===== config.mk =====
export PLATFORM = sky130hd
export DESIGN_NAME = fsps_sequencer
export DESIGN_NICKNAME = d
export VERILOG_FILES = /design/src/shared/fsps_pkg.sv /design/src/rtl/fsps_page_buffer.sv /design/src/rtl/fsps_sequencer.sv
export VERILOG_INCLUDE_DIRS = /design/src /design/src/shared
export SDC_FILE = /design/constraint.sdc
export NUM_CORES = 1
export LEC_CHECK = 0
export BUFFER_PORTS_ARGS = -buffer_cell sky130_fd_sc_hd__buf_2
export CAP_MARGIN = 20
export CORE_MARGIN = 4
export CORE_UTILIZATION = 53
export DETAILED_ROUTE_END_ITERATION = 8
export GPL_ROUTABILITY_DRIVEN = 0
export PLACE_DENSITY = 0.81
export SKIP_CTS_REPAIR_TIMING = 1
export SYNTH_ARGS = -nofsm -noshare
export SYNTH_HDL_FRONTEND = slang
export SYNTH_SLANG_ARGS = --single-unit

===== constraint.sdc =====
create_clock -name pclk -period 11.2 [get_ports pclk]
set_input_delay 1.68 -clock pclk [delete_from_list [all_inputs] [get_ports pclk]]
set_output_delay 1.68 -clock pclk [all_outputs]
set_load 0.05 [all_outputs]

===== src/shared/fsps_defs.svh =====
// Offsets, field positions, command codes and counts of the flash self-program sequencer
`ifndef FSPS_DEFS_SVH
`define FSPS_DEFS_SVH

// ==========================================
// Register map
`define FSPS_ADDR_W 12
`define FSPS_CTRL_OFFSET 12'h000
`define FSPS_CTRL_RESET 8'h00

// ==========================================
// Control/status field positions
`define FSPS_EN_BIT 0
`define FSPS_ERASE_BIT 1
`define FSPS_WRITE_BIT 2
`define FSPS_FUSE_BIT 3
`define FSPS_CLEAR_BIT 4
`define FSPS_SIG_BIT 5
`define FSPS_RWW_BIT 6
`define FSPS_CODE_W 6

// ==========================================
// Command codes in the lower six bits
`define FSPS_CODE_NONE 6'h00
`define FSPS_CODE_LOAD 6'h01
`define FSPS_CODE_ERASE 6'h03
`define FSPS_CODE_WRITE 6'h05
`define FSPS_CODE_CLEAR 6'h11

// ==========================================
// Arming window and pointer layout
`define FSPS_WINDOW_W 3
`define FSPS_WINDOW_CYCLES 3'h4
`define FSPS_WORD_LSB 1
`define FSPS_WORD_BITS 6
`define FSPS_PAGE_LSB 7
`define FSPS_PAGE_BITS 7
`define FSPS_BUF_DEPTH 64
`define FSPS_ERASED_WORD 16'hffff

`endif


===== src/shared/fsps_pkg.sv =====
// Types shared by the flash self-program sequencer and its page buffer
package fsps_pkg;
    `include "fsps_defs.svh"

    typedef enum logic [1:0] {
        FSPS_IDLE = 2'b00,
        FSPS_ARMED = 2'b01,
        FSPS_ERASE = 2'b10,
        FSPS_WRITE = 2'b11
    } fsps_state_t;

    // One store instruction from the core: pointer pair and data pair
    typedef struct packed {
        logic [7:0] pointer_high_byte;
        logic [7:0] pointer_low_byte;
        logic [15:0] data;
    } fsps_store_t;

    // Command to the flash array
    typedef struct packed {
        logic erase;
        logic write;
        logic [`FSPS_PAGE_BITS-1:0] page;
    } fsps_flash_cmd_t;
endpackage


===== src/rtl/fsps_page_buffer.sv =====
// Temporary page buffer with per-word loaded flags
`timescale 1ns/10ps
`include "fsps_defs.svh"
module fsps_page_buffer (
    input wire logic pclk,
    input wire logic presetn,
    input wire logic wr_en,
    input wire logic [`FSPS_WORD_BITS-1:0] wr_idx,
    input wire logic [15:0] wr_data,
    input wire logic clear,
    input wire logic [`FSPS_WORD_BITS-1:0] rd_idx,
    output logic [15:0] rd_data_q,
    output logic loaded
);
    import fsps_pkg::*;

    logic [15:0] mem [0:`FSPS_BUF_DEPTH-1];
    logic [`FSPS_BUF_DEPTH-1:0] valid_q;

    // Second load to a filled word is dropped until a clear
    wire write_ok = wr_en & ~valid_q[wr_idx];

    assign loaded = |valid_q;

    // ==========================================
    // Storage
    always_ff @(posedge pclk) begin
        if (write_ok) begin
            mem[wr_idx] <= wr_data;
        end
    end

    always_ff @(posedge pclk or negedge presetn) begin
        if (!presetn) begin
            valid_q <= '0;
        end else if (clear) begin
            valid_q <= '0;
        end else if (write_ok) begin
            valid_q[wr_idx] <= 1'b1;
        end
    end

    // Unloaded words read as erased flash
    always_ff @(posedge pclk or negedge presetn) begin
        if (!presetn) begin
            rd_data_q <= `FSPS_ERASED_WORD;
        end else begin
            rd_data_q <= valid_q[rd_idx] ? mem[rd_idx] : `FSPS_ERASED_WORD;
        end
    end
endmodule


===== src/rtl/fsps_sequencer.sv =====
// Flash self-program sequencer: control register, arming window, erase/write/load
//
// Function
// - Code 03 then store within four cycles starts page erase, data ignored.
// - Core is halted for the whole page erase.
// - Erase uses only the page field of the pointer.
// - Code 01 then store within four cycles loads data word into buffer.
// - Word field of the pointer selects the buffer location.
// - Buffer clears after a page write and on the clear command.
// - Reset clears the buffer.
// - EEPROM write during page loading discards loaded buffer data.
// - Code 05 then store within four cycles writes buffer to page.
// - Core is halted for the whole page write.
// - Buffer may be filled before erase or between erase and write.
// - Buffer words may be loaded in any order.
// - Pointer is high byte from register 31, low byte from 30.
// - Low pointer bits select word in page, high bits select page.
// - Load-byte instruction uses pointer bit zero as byte select.
// - Enable clears after store or four idle cycles; held while busy.
// - Undefined codes in lower six bits have no effect.
// - Running EEPROM write blocks all self-programming.
`timescale 1ns/10ps
`include "fsps_defs.svh"
module fsps_sequencer (
    input wire logic pclk,
    input wire logic presetn,
    input wire logic [`FSPS_ADDR_W-1:0] paddr,
    input wire logic psel,
    input wire logic penable,
    input wire logic pwrite,
    input wire logic [31:0] pwdata,
    output logic [31:0] prdata,
    output logic pready,
    output logic pslverr,
    input wire logic store_valid,
    input wire fsps_pkg::fsps_store_t store_req,
    input wire logic lpm_valid,
    input wire logic [15:0] lpm_pointer,
    output logic [14:0] flash_rd_word_addr,
    input wire logic [15:0] flash_rdata,
    output logic [7:0] lpm_byte_q,
    output logic lpm_byte_valid_q,
    output fsps_pkg::fsps_flash_cmd_t flash_cmd_q,
    input wire logic flash_done,
    input wire logic [`FSPS_WORD_BITS-1:0] flash_buf_idx,
    output logic [15:0] flash_buf_word,
    input wire logic eeprom_busy,
    output logic cpu_halt
);
    import fsps_pkg::*;

    // ==========================================
    // Pointer decoding
    // page field above word field
    function automatic logic [`FSPS_PAGE_BITS-1:0] page_of(input logic [15:0] ptr);
        page_of = ptr[`FSPS_PAGE_LSB +: `FSPS_PAGE_BITS];
    endfunction

    function automatic logic [`FSPS_WORD_BITS-1:0] word_of(input logic [15:0] ptr);
        word_of = ptr[`FSPS_WORD_LSB +: `FSPS_WORD_BITS];
    endfunction

    fsps_state_t state_q, state_d;
    logic [`FSPS_CODE_W-1:0] cmd_q, cmd_d;
    logic [`FSPS_WINDOW_W-1:0] win_q, win_d;
    logic [31:0] prdata_q;
    logic eeprom_busy_q;
    logic buf_loaded;

    // pointer pair from registers 31 and 30
    wire [15:0] store_ptr = {store_req.pointer_high_byte, store_req.pointer_low_byte};

    // ==========================================
    // APB decode
    wire apb_setup = psel & ~penable;
    wire apb_access = psel & penable;
    wire ctrl_hit = (paddr == `FSPS_CTRL_OFFSET);
    wire wr_ctrl = apb_access & pwrite & ctrl_hit;
    wire [`FSPS_CODE_W-1:0] wr_code = pwdata[`FSPS_CODE_W-1:0];

    wire code_ok = (wr_code == `FSPS_CODE_LOAD) | (wr_code == `FSPS_CODE_ERASE)
                 | (wr_code == `FSPS_CODE_WRITE) | (wr_code == `FSPS_CODE_CLEAR);
    wire can_arm = (state_q == FSPS_IDLE) | (state_q == FSPS_ARMED);
    // no arming while the EEPROM is written
    // load arms in idle, before or after an erase
    wire arm = wr_ctrl & code_ok & can_arm & ~eeprom_busy;

    // Enable and command bits are live cmd_q; bits 7:6 read zero
    wire [7:0] ctrl_view = {2'b00, cmd_q};

    assign pready = 1'b1;
    assign pslverr = apb_access & ~ctrl_hit;
    assign prdata = prdata_q;

    always_ff @(posedge pclk or negedge presetn) begin
        if (!presetn) begin
            prdata_q <= 32'h0;
        end else if (apb_setup) begin
            prdata_q <= (ctrl_hit & ~pwrite) ? {24'h0, ctrl_view} : 32'h0;
        end
    end

    // ==========================================
    // Store instruction handling
    // store only acts inside an open window
    wire store_hit = store_valid & (state_q == FSPS_ARMED) & ~eeprom_busy;
    wire do_load = store_hit & (cmd_q == `FSPS_CODE_LOAD);
    wire do_erase = store_hit & (cmd_q == `FSPS_CODE_ERASE);
    wire do_write = store_hit & (cmd_q == `FSPS_CODE_WRITE);
    wire busy = (state_q == FSPS_ERASE) | (state_q == FSPS_WRITE);
    wire write_end = (state_q == FSPS_WRITE) & flash_done;
    wire eeprom_start = eeprom_busy & ~eeprom_busy_q;

    assign cpu_halt = busy;

    // window of four edges, enable held while busy
    always_comb begin
        state_d = state_q;
        cmd_d = cmd_q;
        win_d = win_q;
        case (state_q)
            FSPS_IDLE: begin
                if (arm) begin
                    state_d = FSPS_ARMED;
                    cmd_d = wr_code;
                    win_d = `FSPS_WINDOW_CYCLES;
                end
            end
            FSPS_ARMED: begin
                win_d = win_q - 3'h1;
                if (do_erase) begin
                    state_d = FSPS_ERASE;
                end else if (do_write) begin
                    state_d = FSPS_WRITE;
                end else if (store_hit) begin
                    state_d = FSPS_IDLE;
                    cmd_d = `FSPS_CODE_NONE;
                end else if (arm) begin
                    cmd_d = wr_code;
                    win_d = `FSPS_WINDOW_CYCLES;
                end else if (win_q == 3'h1) begin
                    state_d = FSPS_IDLE;
                    cmd_d = `FSPS_CODE_NONE;
                end
            end
            FSPS_ERASE, FSPS_WRITE: begin
                if (flash_done) begin
                    state_d = FSPS_IDLE;
                    cmd_d = `FSPS_CODE_NONE;
                end
            end
            default: begin
                state_d = FSPS_IDLE;
                cmd_d = `FSPS_CODE_NONE;
            end
        endcase
    end

    always_ff @(posedge pclk or negedge presetn) begin
        if (!presetn) begin
            state_q <= FSPS_IDLE;
            cmd_q <= `FSPS_CODE_NONE;
            win_q <= 3'h0;
            eeprom_busy_q <= 1'b0;
        end else begin
            state_q <= state_d;
            cmd_q <= cmd_d;
            win_q <= win_d;
            eeprom_busy_q <= eeprom_busy;
        end
    end

    // ==========================================
    // Flash array command
    // erase starts on armed store
    // only the page field reaches the array
    // write programs buffer into selected page
    always_ff @(posedge pclk or negedge presetn) begin
        if (!presetn) begin
            flash_cmd_q <= '0;
        end else if (do_erase | do_write) begin
            flash_cmd_q.erase <= do_erase;
            flash_cmd_q.write <= do_write;
            flash_cmd_q.page <= page_of(store_ptr);
        end else if (busy & flash_done) begin
            flash_cmd_q.erase <= 1'b0;
            flash_cmd_q.write <= 1'b0;
        end
    end

    // ==========================================
    // Temporary page buffer
    // clear after write or on clear command
    // EEPROM write drops a partly loaded buffer
    wire arm_clear = arm & (wr_code == `FSPS_CODE_CLEAR);
    wire buf_clear = arm_clear | write_end | (eeprom_start & buf_loaded);

    fsps_page_buffer u_page_buffer (
        .pclk(pclk),
        .presetn(presetn),
        .wr_en(do_load),
        .wr_idx(word_of(store_ptr)),
        .wr_data(store_req.data),
        .clear(buf_clear),
        .rd_idx(flash_buf_idx),
        .rd_data_q(flash_buf_word),
        .loaded(buf_loaded)
    );

    // ==========================================
    // Load-byte instruction
    // bit zero selects byte of word
    assign flash_rd_word_addr = lpm_pointer[15:1];

    always_ff @(posedge pclk or negedge presetn) begin
        if (!presetn) begin
            lpm_byte_q <= 8'h00;
            lpm_byte_valid_q <= 1'b0;
        end else begin
            lpm_byte_valid_q <= lpm_valid;
            if (lpm_valid) begin
                lpm_byte_q <= lpm_pointer[0] ? flash_rdata[15:8] : flash_rdata[7:0];
            end
        end
    end

    // ==========================================
    // Checks
    erase_start_a: assert property (
        @(posedge pclk) disable iff (!presetn)
        do_erase |=> flash_cmd_q.erase && state_q == FSPS_ERASE)
        else $error("armed erase store did not start erase");

    erase_halt_a: assert property (
        @(posedge pclk) disable iff (!presetn)
        flash_cmd_q.erase |-> cpu_halt)
        else $error("core not halted during erase");

    erase_page_a: assert property (
        @(posedge pclk) disable iff (!presetn)
        store_hit && cmd_q == `FSPS_CODE_ERASE
        |=> flash_cmd_q.page == $past(store_ptr[`FSPS_PAGE_LSB +: `FSPS_PAGE_BITS]))
        else $error("erase page not taken from pointer page field");

    load_fill_a: assert property (
        @(posedge pclk) disable iff (!presetn)
        do_load && !eeprom_busy |=> buf_loaded)
        else $error("armed load left buffer empty");

    write_clear_a: assert property (
        @(posedge pclk) disable iff (!presetn)
        write_end |=> !buf_loaded && !cpu_halt)
        else $error("buffer not cleared after page write");

    write_halt_a: assert property (
        @(posedge pclk) disable iff (!presetn)
        flash_cmd_q.write |-> cpu_halt && state_q == FSPS_WRITE)
        else $error("core not halted during write");

    eeprom_drop_a: assert property (
        @(posedge pclk) disable iff (!presetn)
        eeprom_busy && !eeprom_busy_q |=> !buf_loaded)
        else $error("loaded data survived an EEPROM write");

    window_expire_a: assert property (
        @(posedge pclk) disable iff (!presetn)
        arm ##1 (!store_valid && !wr_ctrl)[*4] |=> state_q == FSPS_IDLE && cmd_q == 6'h00)
        else $error("enable not cleared four cycles after arming");

    busy_enable_a: assert property (
        @(posedge pclk) disable iff (!presetn)
        cpu_halt |-> ctrl_view[`FSPS_EN_BIT])
        else $error("enable dropped while erase or write runs");

    bad_code_a: assert property (
        @(posedge pclk) disable iff (!presetn)
        wr_ctrl && !code_ok && state_q == FSPS_IDLE |=> state_q == FSPS_IDLE)
        else $error("undefined code changed state");

    eeprom_block_a: assert property (
        @(posedge pclk) disable iff (!presetn)
        eeprom_busy && state_q == FSPS_IDLE |=> state_q == FSPS_IDLE)
        else $error("armed during EEPROM write");

    stray_store_a: assert property (
        @(posedge pclk) disable iff (!presetn)
        store_valid && state_q == FSPS_IDLE |=> !cpu_halt && $stable(flash_cmd_q))
        else $error("unarmed store had an effect");

    halt_source_a: assert property (
        @(posedge pclk) disable iff (!presetn)
        cpu_halt |-> flash_cmd_q.erase || flash_cmd_q.write)
        else $error("core halted with no erase or write running");

    halt_release_a: assert property (
        @(posedge pclk) disable iff (!presetn)
        cpu_halt && flash_done |=> !cpu_halt && cmd_q == `FSPS_CODE_NONE)
        else $error("enable not cleared when erase or write ended");

    lpm_select_a: assert property (
        @(posedge pclk) disable iff (!presetn)
        lpm_valid && lpm_pointer[0] |=> lpm_byte_q == $past(flash_rdata[15:8]))
        else $error("odd pointer did not select the high byte");
endmodule


==> run_results.csv, run 1 <==
group,metric,value,unit
worst_hold_path,min_to,"flash_cmd_q[6]",
cts,clkSinkCount,1140,
routing,drc,0,
synthesis,ys.flop_type,"edfxtp_1",
setup_path,critPathRequiredTime,11.76,ns
final_layout,final_core_util,0.605,
die,initial_core_util,0.534,
worst_hold_path,hp-class,"reg -> reg",
synthesis,async_flop_share,0.102,
sta,period_needed,4.96,ns
place,hpwl,58900,um
cts,clk_latency,0.68,ns
die,core,83700,um2
flow_run,max_cap_viol_count,0,
sta,finalClockSkew,0.0234,ns
setup_path,crit_type,"in -> reg",
global_routing,grt_pass1_vias,24200,
place,dpl_cell_area,46700,um2
synthesis,yosys-top-cells-count,"edfxtp_1 (1024), mux4_2 (281), a22oi_1 (139)",
power_and_ir_drop,power,8.78,mW
global_routing,grt.overflow.total,0,
place,dp_cells,3353,
cts,cts-buffers-inserted,107,
setup_path,crit_buf_inv,3,
routing,routed_wl,107000,um
sta,setup_viol,0,
setup_path,cp_slowest_stage_delay,0.82,ns
die,dieArea,89100,um2
cts,cts_tree,"yes",
global_routing,antenna_found_initial,9,
routing,vias,23368,
sta,slew_headroom,0.275,
die,fp.dieW,298,um
sta,fin_crit_sh,0.443,
synthesis,synthCells,2179,
cts,clock_path_buffers,3,
outcome,status,"finished clean",
routing,post_drt_wl_per_cell,30.0,um
routing,drtPass1Iterations,6,
synthesis,synthTopCellsByArea,"edfxtp_1 (69%), mux4_2 (14%), dfrtp_1 (5.6%)",
routing,ant_nets,0,
synthesis,synth.most_common_cell,"edfxtp_1",
setup_path,reg2reg_depth,6,
synthesis,synth_edf_count,1024,
die,rows,106,
final_layout,drive_gt1_frac,0.298,
die,ios,207,
setup_path,reg2reg_to,"u_page_buffer.mem[9][9]",
routing,drtIter0Drc,3479,
synthesis,avgSynthCellArea,20.5,um2
routing,avgViaCountPerCell,6.53,
final_layout,final_area,50700,um2
setup_path,crit_path_start_kind,"input pin",
setup_path,reg2reg_from,"state_q[1]",
power_and_ir_drop,power.leakage,16.6,nW
sta,rsz0062_at_grt,"false",
cts,htreeDepth,3,
final_layout,nNetsFinal,2470,
synthesis,netlist_area,44700,um2
setup_path,cp.arrival,5.52,ns
global_routing,grt_pass1_wl,159000,um
synthesis,yosysSeqAreaShare,0.753,
worst_hold_path,holdPathStages,1,
sta,tightest_slew,1.09,ns
synthesis,ys_ff_latch,1140,
final_layout,stdcell_count,3577,
setup_path,cp_common_cell,"buf_4",
power_and_ir_drop,p_per_area,173,nW/um2
setup_path,path_cells,"buf_8 > buf_4 > buf_4 > mux4_2 > a22oi_1 > a21oi_1 > nor4_1 > nand2_1",
die,die_h,298,um
synthesis,yosysTopAreaCellShare,0.688,
global_routing,grt_max_degree,153,
sta,max_freq,202,MHz
cts,cts_root_buf,"clkbuf_16",
power_and_ir_drop,irDropWorstVdd,0.119,mV
sta,hold_viol,0,
setup_path,ff2ff_setup_slack,7.37,ns
global_routing,track_usage,0.241,
setup_path,slowest_stage,"buf_4",
setup_path,worstPathMaxFanout,52,
sta,slew_viol_final,0,
synthesis,synth_cell_type_count,60,
synthesis,yosys.area.top_type,"edfxtp_1",
cts,path_clk_slew,0.06,ns
setup_path,cp-end-kind,"flop",
setup_path,crit_family,"buffers and inverters",
final_layout,syn_to_final_growth,13.3,%
worst_hold_path,hold_path.startpoint,"flash_cmd_q[6]",
sta,tns,0,ns
synthesis,ys_warn_count,0,
place,port-buffer-count,120,
[how the worst max path moves through the flow]
stage               depth (start not counted)              from                    endpoint  slack, ns
global placement                            8  flash_buf_idx[0]  u_page_buffer.rd_data_q[1]       5.63
floorplan                                   7     store_req[18]    u_page_buffer.mem[13][0]       5.72
detailed placement                          8  flash_buf_idx[0]  u_page_buffer.rd_data_q[1]       5.57
finish                                      8  flash_buf_idx[0]  u_page_buffer.rd_data_q[2]       6.24
CTS                                         8  flash_buf_idx[0]  u_page_buffer.rd_data_q[2]       6.25
global route                                8  flash_buf_idx[0]  u_page_buffer.rd_data_q[1]       5.89
[metal layers]
layer / up-vias / global-route usage / part of all wire
li1: 9373 / - / -
met1: 12124 / 0.334 / 0.37
met2: 1610 / 0.382 / 0.48
met3: 253 / 0.0615 / 0.11
met4: 8 / 0.0779 / 0.032
met5: - / 0 / 0.00053
[sequential cells by signal, indices dropped and copies added, names as in the netlist, 2 cells and up]
register and flops:
u_page_buffer.valid_q 64, prdata 6, u_page_buffer.mem 1024, flash_cmd_q 9, cmd_q 6, u_page_buffer.rd_data_q 16, win_q 3, lpm_byte_q 8
state_q 2
[final cells by class]
cell class / instances / area, um2
clock buffer: 154 / 3050
tap: 1134 / 1420
clock inverter: 47 / 526
timing repair buffer: 201 / 1480
multi-input combinational: 879 / 10400
antenna: 6 / 15.0
sequential: 1140 / 33700
fill: 5594 / 33000
inverter: 16 / 60.1
[where the power goes]
part           leakage [nW]  internal [mW]  switching, mW  total [mW]
registers              10.7           4.64        0.00550        4.65
logic                  4.11          0.151          0.314       0.465
clock network          1.76           2.12           1.54        3.66
[cell families after synthesis]
logic type	share of synthesized area
DFF	0.753
AOI/OAI and AO/OA	0.0493
muxes	0.148
and+or+nand+nor	0.0279
buffers and inverters	0.0198
adders and majority gates	0.000784
other	0.000168
xor gates and xnor gates	0.000392
[worst reg2reg max path, cell delays in order (launching register included)]
cell and delay [ns]:
dfrtp_1 0.51, nor4bb_1 0.56, nand3b_1 0.39, a211oi_4 0.40
nand4_2 0.33, or4b_1 0.63, inv_1 0.63
[placed cells by master (no fill, tap or decap), types with 9 or more instances in the layout]
cell,n
nor2b_1,12
clkinv_2,21
mux2i_1,16
mux4_2,281
o21a_1,59
conb_1,27
bufinv_16,10
clkbuf_16,109
nand2_1,35
a22oi_1,139
a22o_1,10
nor3_2,33
mux2_2,9
nor2_1,30
dfstp_2,16
buf_2,117
inv_1,16
clkbuf_8,15
edfxtp_1,1024
buf_4,63
buf_12,17
and2_1,11
dfrtp_1,100
nor4_1,37
clkbuf_1,30
a21oi_1,79
[per-stage QoR]
| step | setup WS [ns] | hold WS [ns] |
|---|---|---|
| final | 6.24 | 0.508 |
| after global routing | 5.89 | 0.526 |
| after CTS | 6.25 | 0.508 |
| after detailed placement | 5.57 | 0.489 |
| after global placement | 5.63 | 0.486 |
| after floorplan | 5.72 | 0.465 |
No activity file was read; power rests on OpenSTA's default activity.
==> run 2: changes to the inputs <==
Clock period 11.2 ns to 5.1 ns, I/O delays scaled along.
==> run_results.csv, run 2 (synthesis results as in run 1) <==
group,metric,value,unit
outcome,status,"finished clean",
final_layout,ff_latch_area,33700,um2
die,die_h,298,um
sta,holdWs,0.219,ns
sta,slew_headroom,0.308,
final_layout,reg.largest.list,"u_page_buffer.mem x1024, u_page_buffer.valid_q x64, u_page_buffer.rd_data_q x16",
setup_path,path_cells,"nor4bb_1 > nand3b_1 > a211oi_4 > nand4_2 > or4b_1 > inv_1",
final_layout,syn_to_final_growth,13.6,%
final_layout,layout_common_cells,"edfxtp_1 (1024), mux4_2 (281), a22oi_1 (139)",
cts,path_clk_slew,0.06,ns
worst_hold_path,hp-class,"in -> async",
global_routing,grt_pass1_vias,23960,
die,core,83700,um2
die,ios,207,
global_routing,antenna_found_initial,11,
power_and_ir_drop,irDropWorstVdd,0.296,mV
final_layout,stdcell_count,3605,
setup_path,cp-end-kind,"flop",
cts,clk_latency,0.69,ns
final_layout,nNetsFinal,2500,
routing,drc,0,
routing,vias,23496,
final_layout,final_common_cell,"edfxtp_1",
place,hpwl,61800,um
routing,routed_wl,108000,um
final_layout,largest_reg_flops,1024,
final_layout,final_core_util,0.607,
sta,finalClockSkew,0.0236,ns
routing,avgViaCountPerCell,6.52,
cts,clock_path_buffers,3,
routing,post_drt_wl_per_cell,29.9,um
sta,max_freq,258,MHz
setup_path,cp.arrival,4.18,ns
sta,rsz0062_at_grt,"false",
setup_path,worstPathMaxFanout,16,
routing,drtIter0Drc,3405,
global_routing,grt_max_degree,75,
cts,cts-buffers-inserted,106,
sta,period_needed,3.88,ns
setup_path,critPathRequiredTime,5.40,ns
die,initial_core_util,0.534,
power_and_ir_drop,power.leakage,16.7,nW
global_routing,track_usage,0.244,
setup_path,crit_buf_inv,1,
sta,setup_viol,0,
global_routing,grt_pass1_wl,161000,um
routing,ant_nets,0,
sta,slew_viol_final,0,
final_layout,multi_input_area,10400,um2
setup_path,slowest_stage,"or4b_1",
place,port-buffer-count,120,
setup_path,crit_path_start_kind,"flop",
sta,hold_viol,0,
final_layout,drive_gt1_frac,0.307,
global_routing,grt.overflow.total,0,
setup_path,crit_family,"simple AND/OR/NAND/NOR gates",
power_and_ir_drop,p_per_area,380,nW/um2
place,dp_cells,3395,
die,rows,106,
cts,cts_root_buf,"clkbuf_16",
die,fp.dieW,298,um
final_layout,regMostFlops,"u_page_buffer.mem",
cts,cts_tree,"yes",
setup_path,crit_type,"reg -> reg",
sta,fin_crit_sh,0.760,
sta,tightest_slew,1.03,ns
cts,htreeDepth,3,
flow_run,max_cap_viol_count,0,
die,dieArea,89100,um2
setup_path,cp_slowest_stage_delay,0.66,ns
routing,drtPass1Iterations,5,
sta,tns,0,ns
final_layout,n_fill_cell,5558,
cts,clkSinkCount,1140,
==> run 2: path summary, 6_finish.rpt <==
check | endpoint | slack [ns] | cells after the start | start
max in group asynchronous | u_page_buffer.rd_data_q[11] | 3.67 | 2 | presetn
worst max-delay path | u_page_buffer.mem[9][2] | 1.22 | 6 | state_q[1]
worst min-delay path | lpm_byte_q[2] | 0.22 | 1 | presetn
worst max register to register | u_page_buffer.mem[9][2] | 1.22 | 6 | state_q[1]
worst min register to register | prdata[4] | 0.51 | 1 | prdata[4]
min in group pclk | eeprom_busy_q | 0.27 | 1 | eeprom_busy
==> run 2: cell type report <==
cell class	count	share of cell area
diodes	5	0.000246
repair buffers	232	0.0319
multi-input cells	879	0.206
clock buffers	133	0.0556
inverters	16	0.00118
well taps	1134	0.0279
clock inverters	66	0.0145
flip-flops and latches	1140	0.663
==> run 2: per-layer routing <==
metal  vias to the layer above  part of all wire  GRT usage
li1                       9441                 -          -
met1                     12161              0.36      0.337
met2                      1606              0.48      0.379
met3                       278              0.12     0.0690
met4                        10             0.039     0.0850
met5                         -           0.00053          0
==> run 2: worst reg2reg max path: cells and delay by family, from the launching register on <==
| family | cells | cell delay [ns] |
|---|---|---|
| buffers and inverters | 1 | 0.60 |
| DFF | 1 | 0.51 |
| and+or+nand+nor | 4 | 2.01 |
| AOI/OAI and AO/OA | 1 | 0.37 |
==> run 2: through the flow <==
stage               cell area [um2]  worst slack [ns]  power [mW]
floorplan                     44800             0.536        11.0
global placement              47100             0.796        11.4
detailed placement            47100             0.723        11.4
CTS                           50700              1.23        19.4
global route                  50800              1.06        19.9
finish                        50800              1.22        19.3
==> run 2: report_power, final <==
group / switching, mW / internal (mW)
sequential: 0.0112 / 10.2
combinational: 0.702 / 0.333
clock: 3.48 / 4.57
total: 4.19 / 15.1
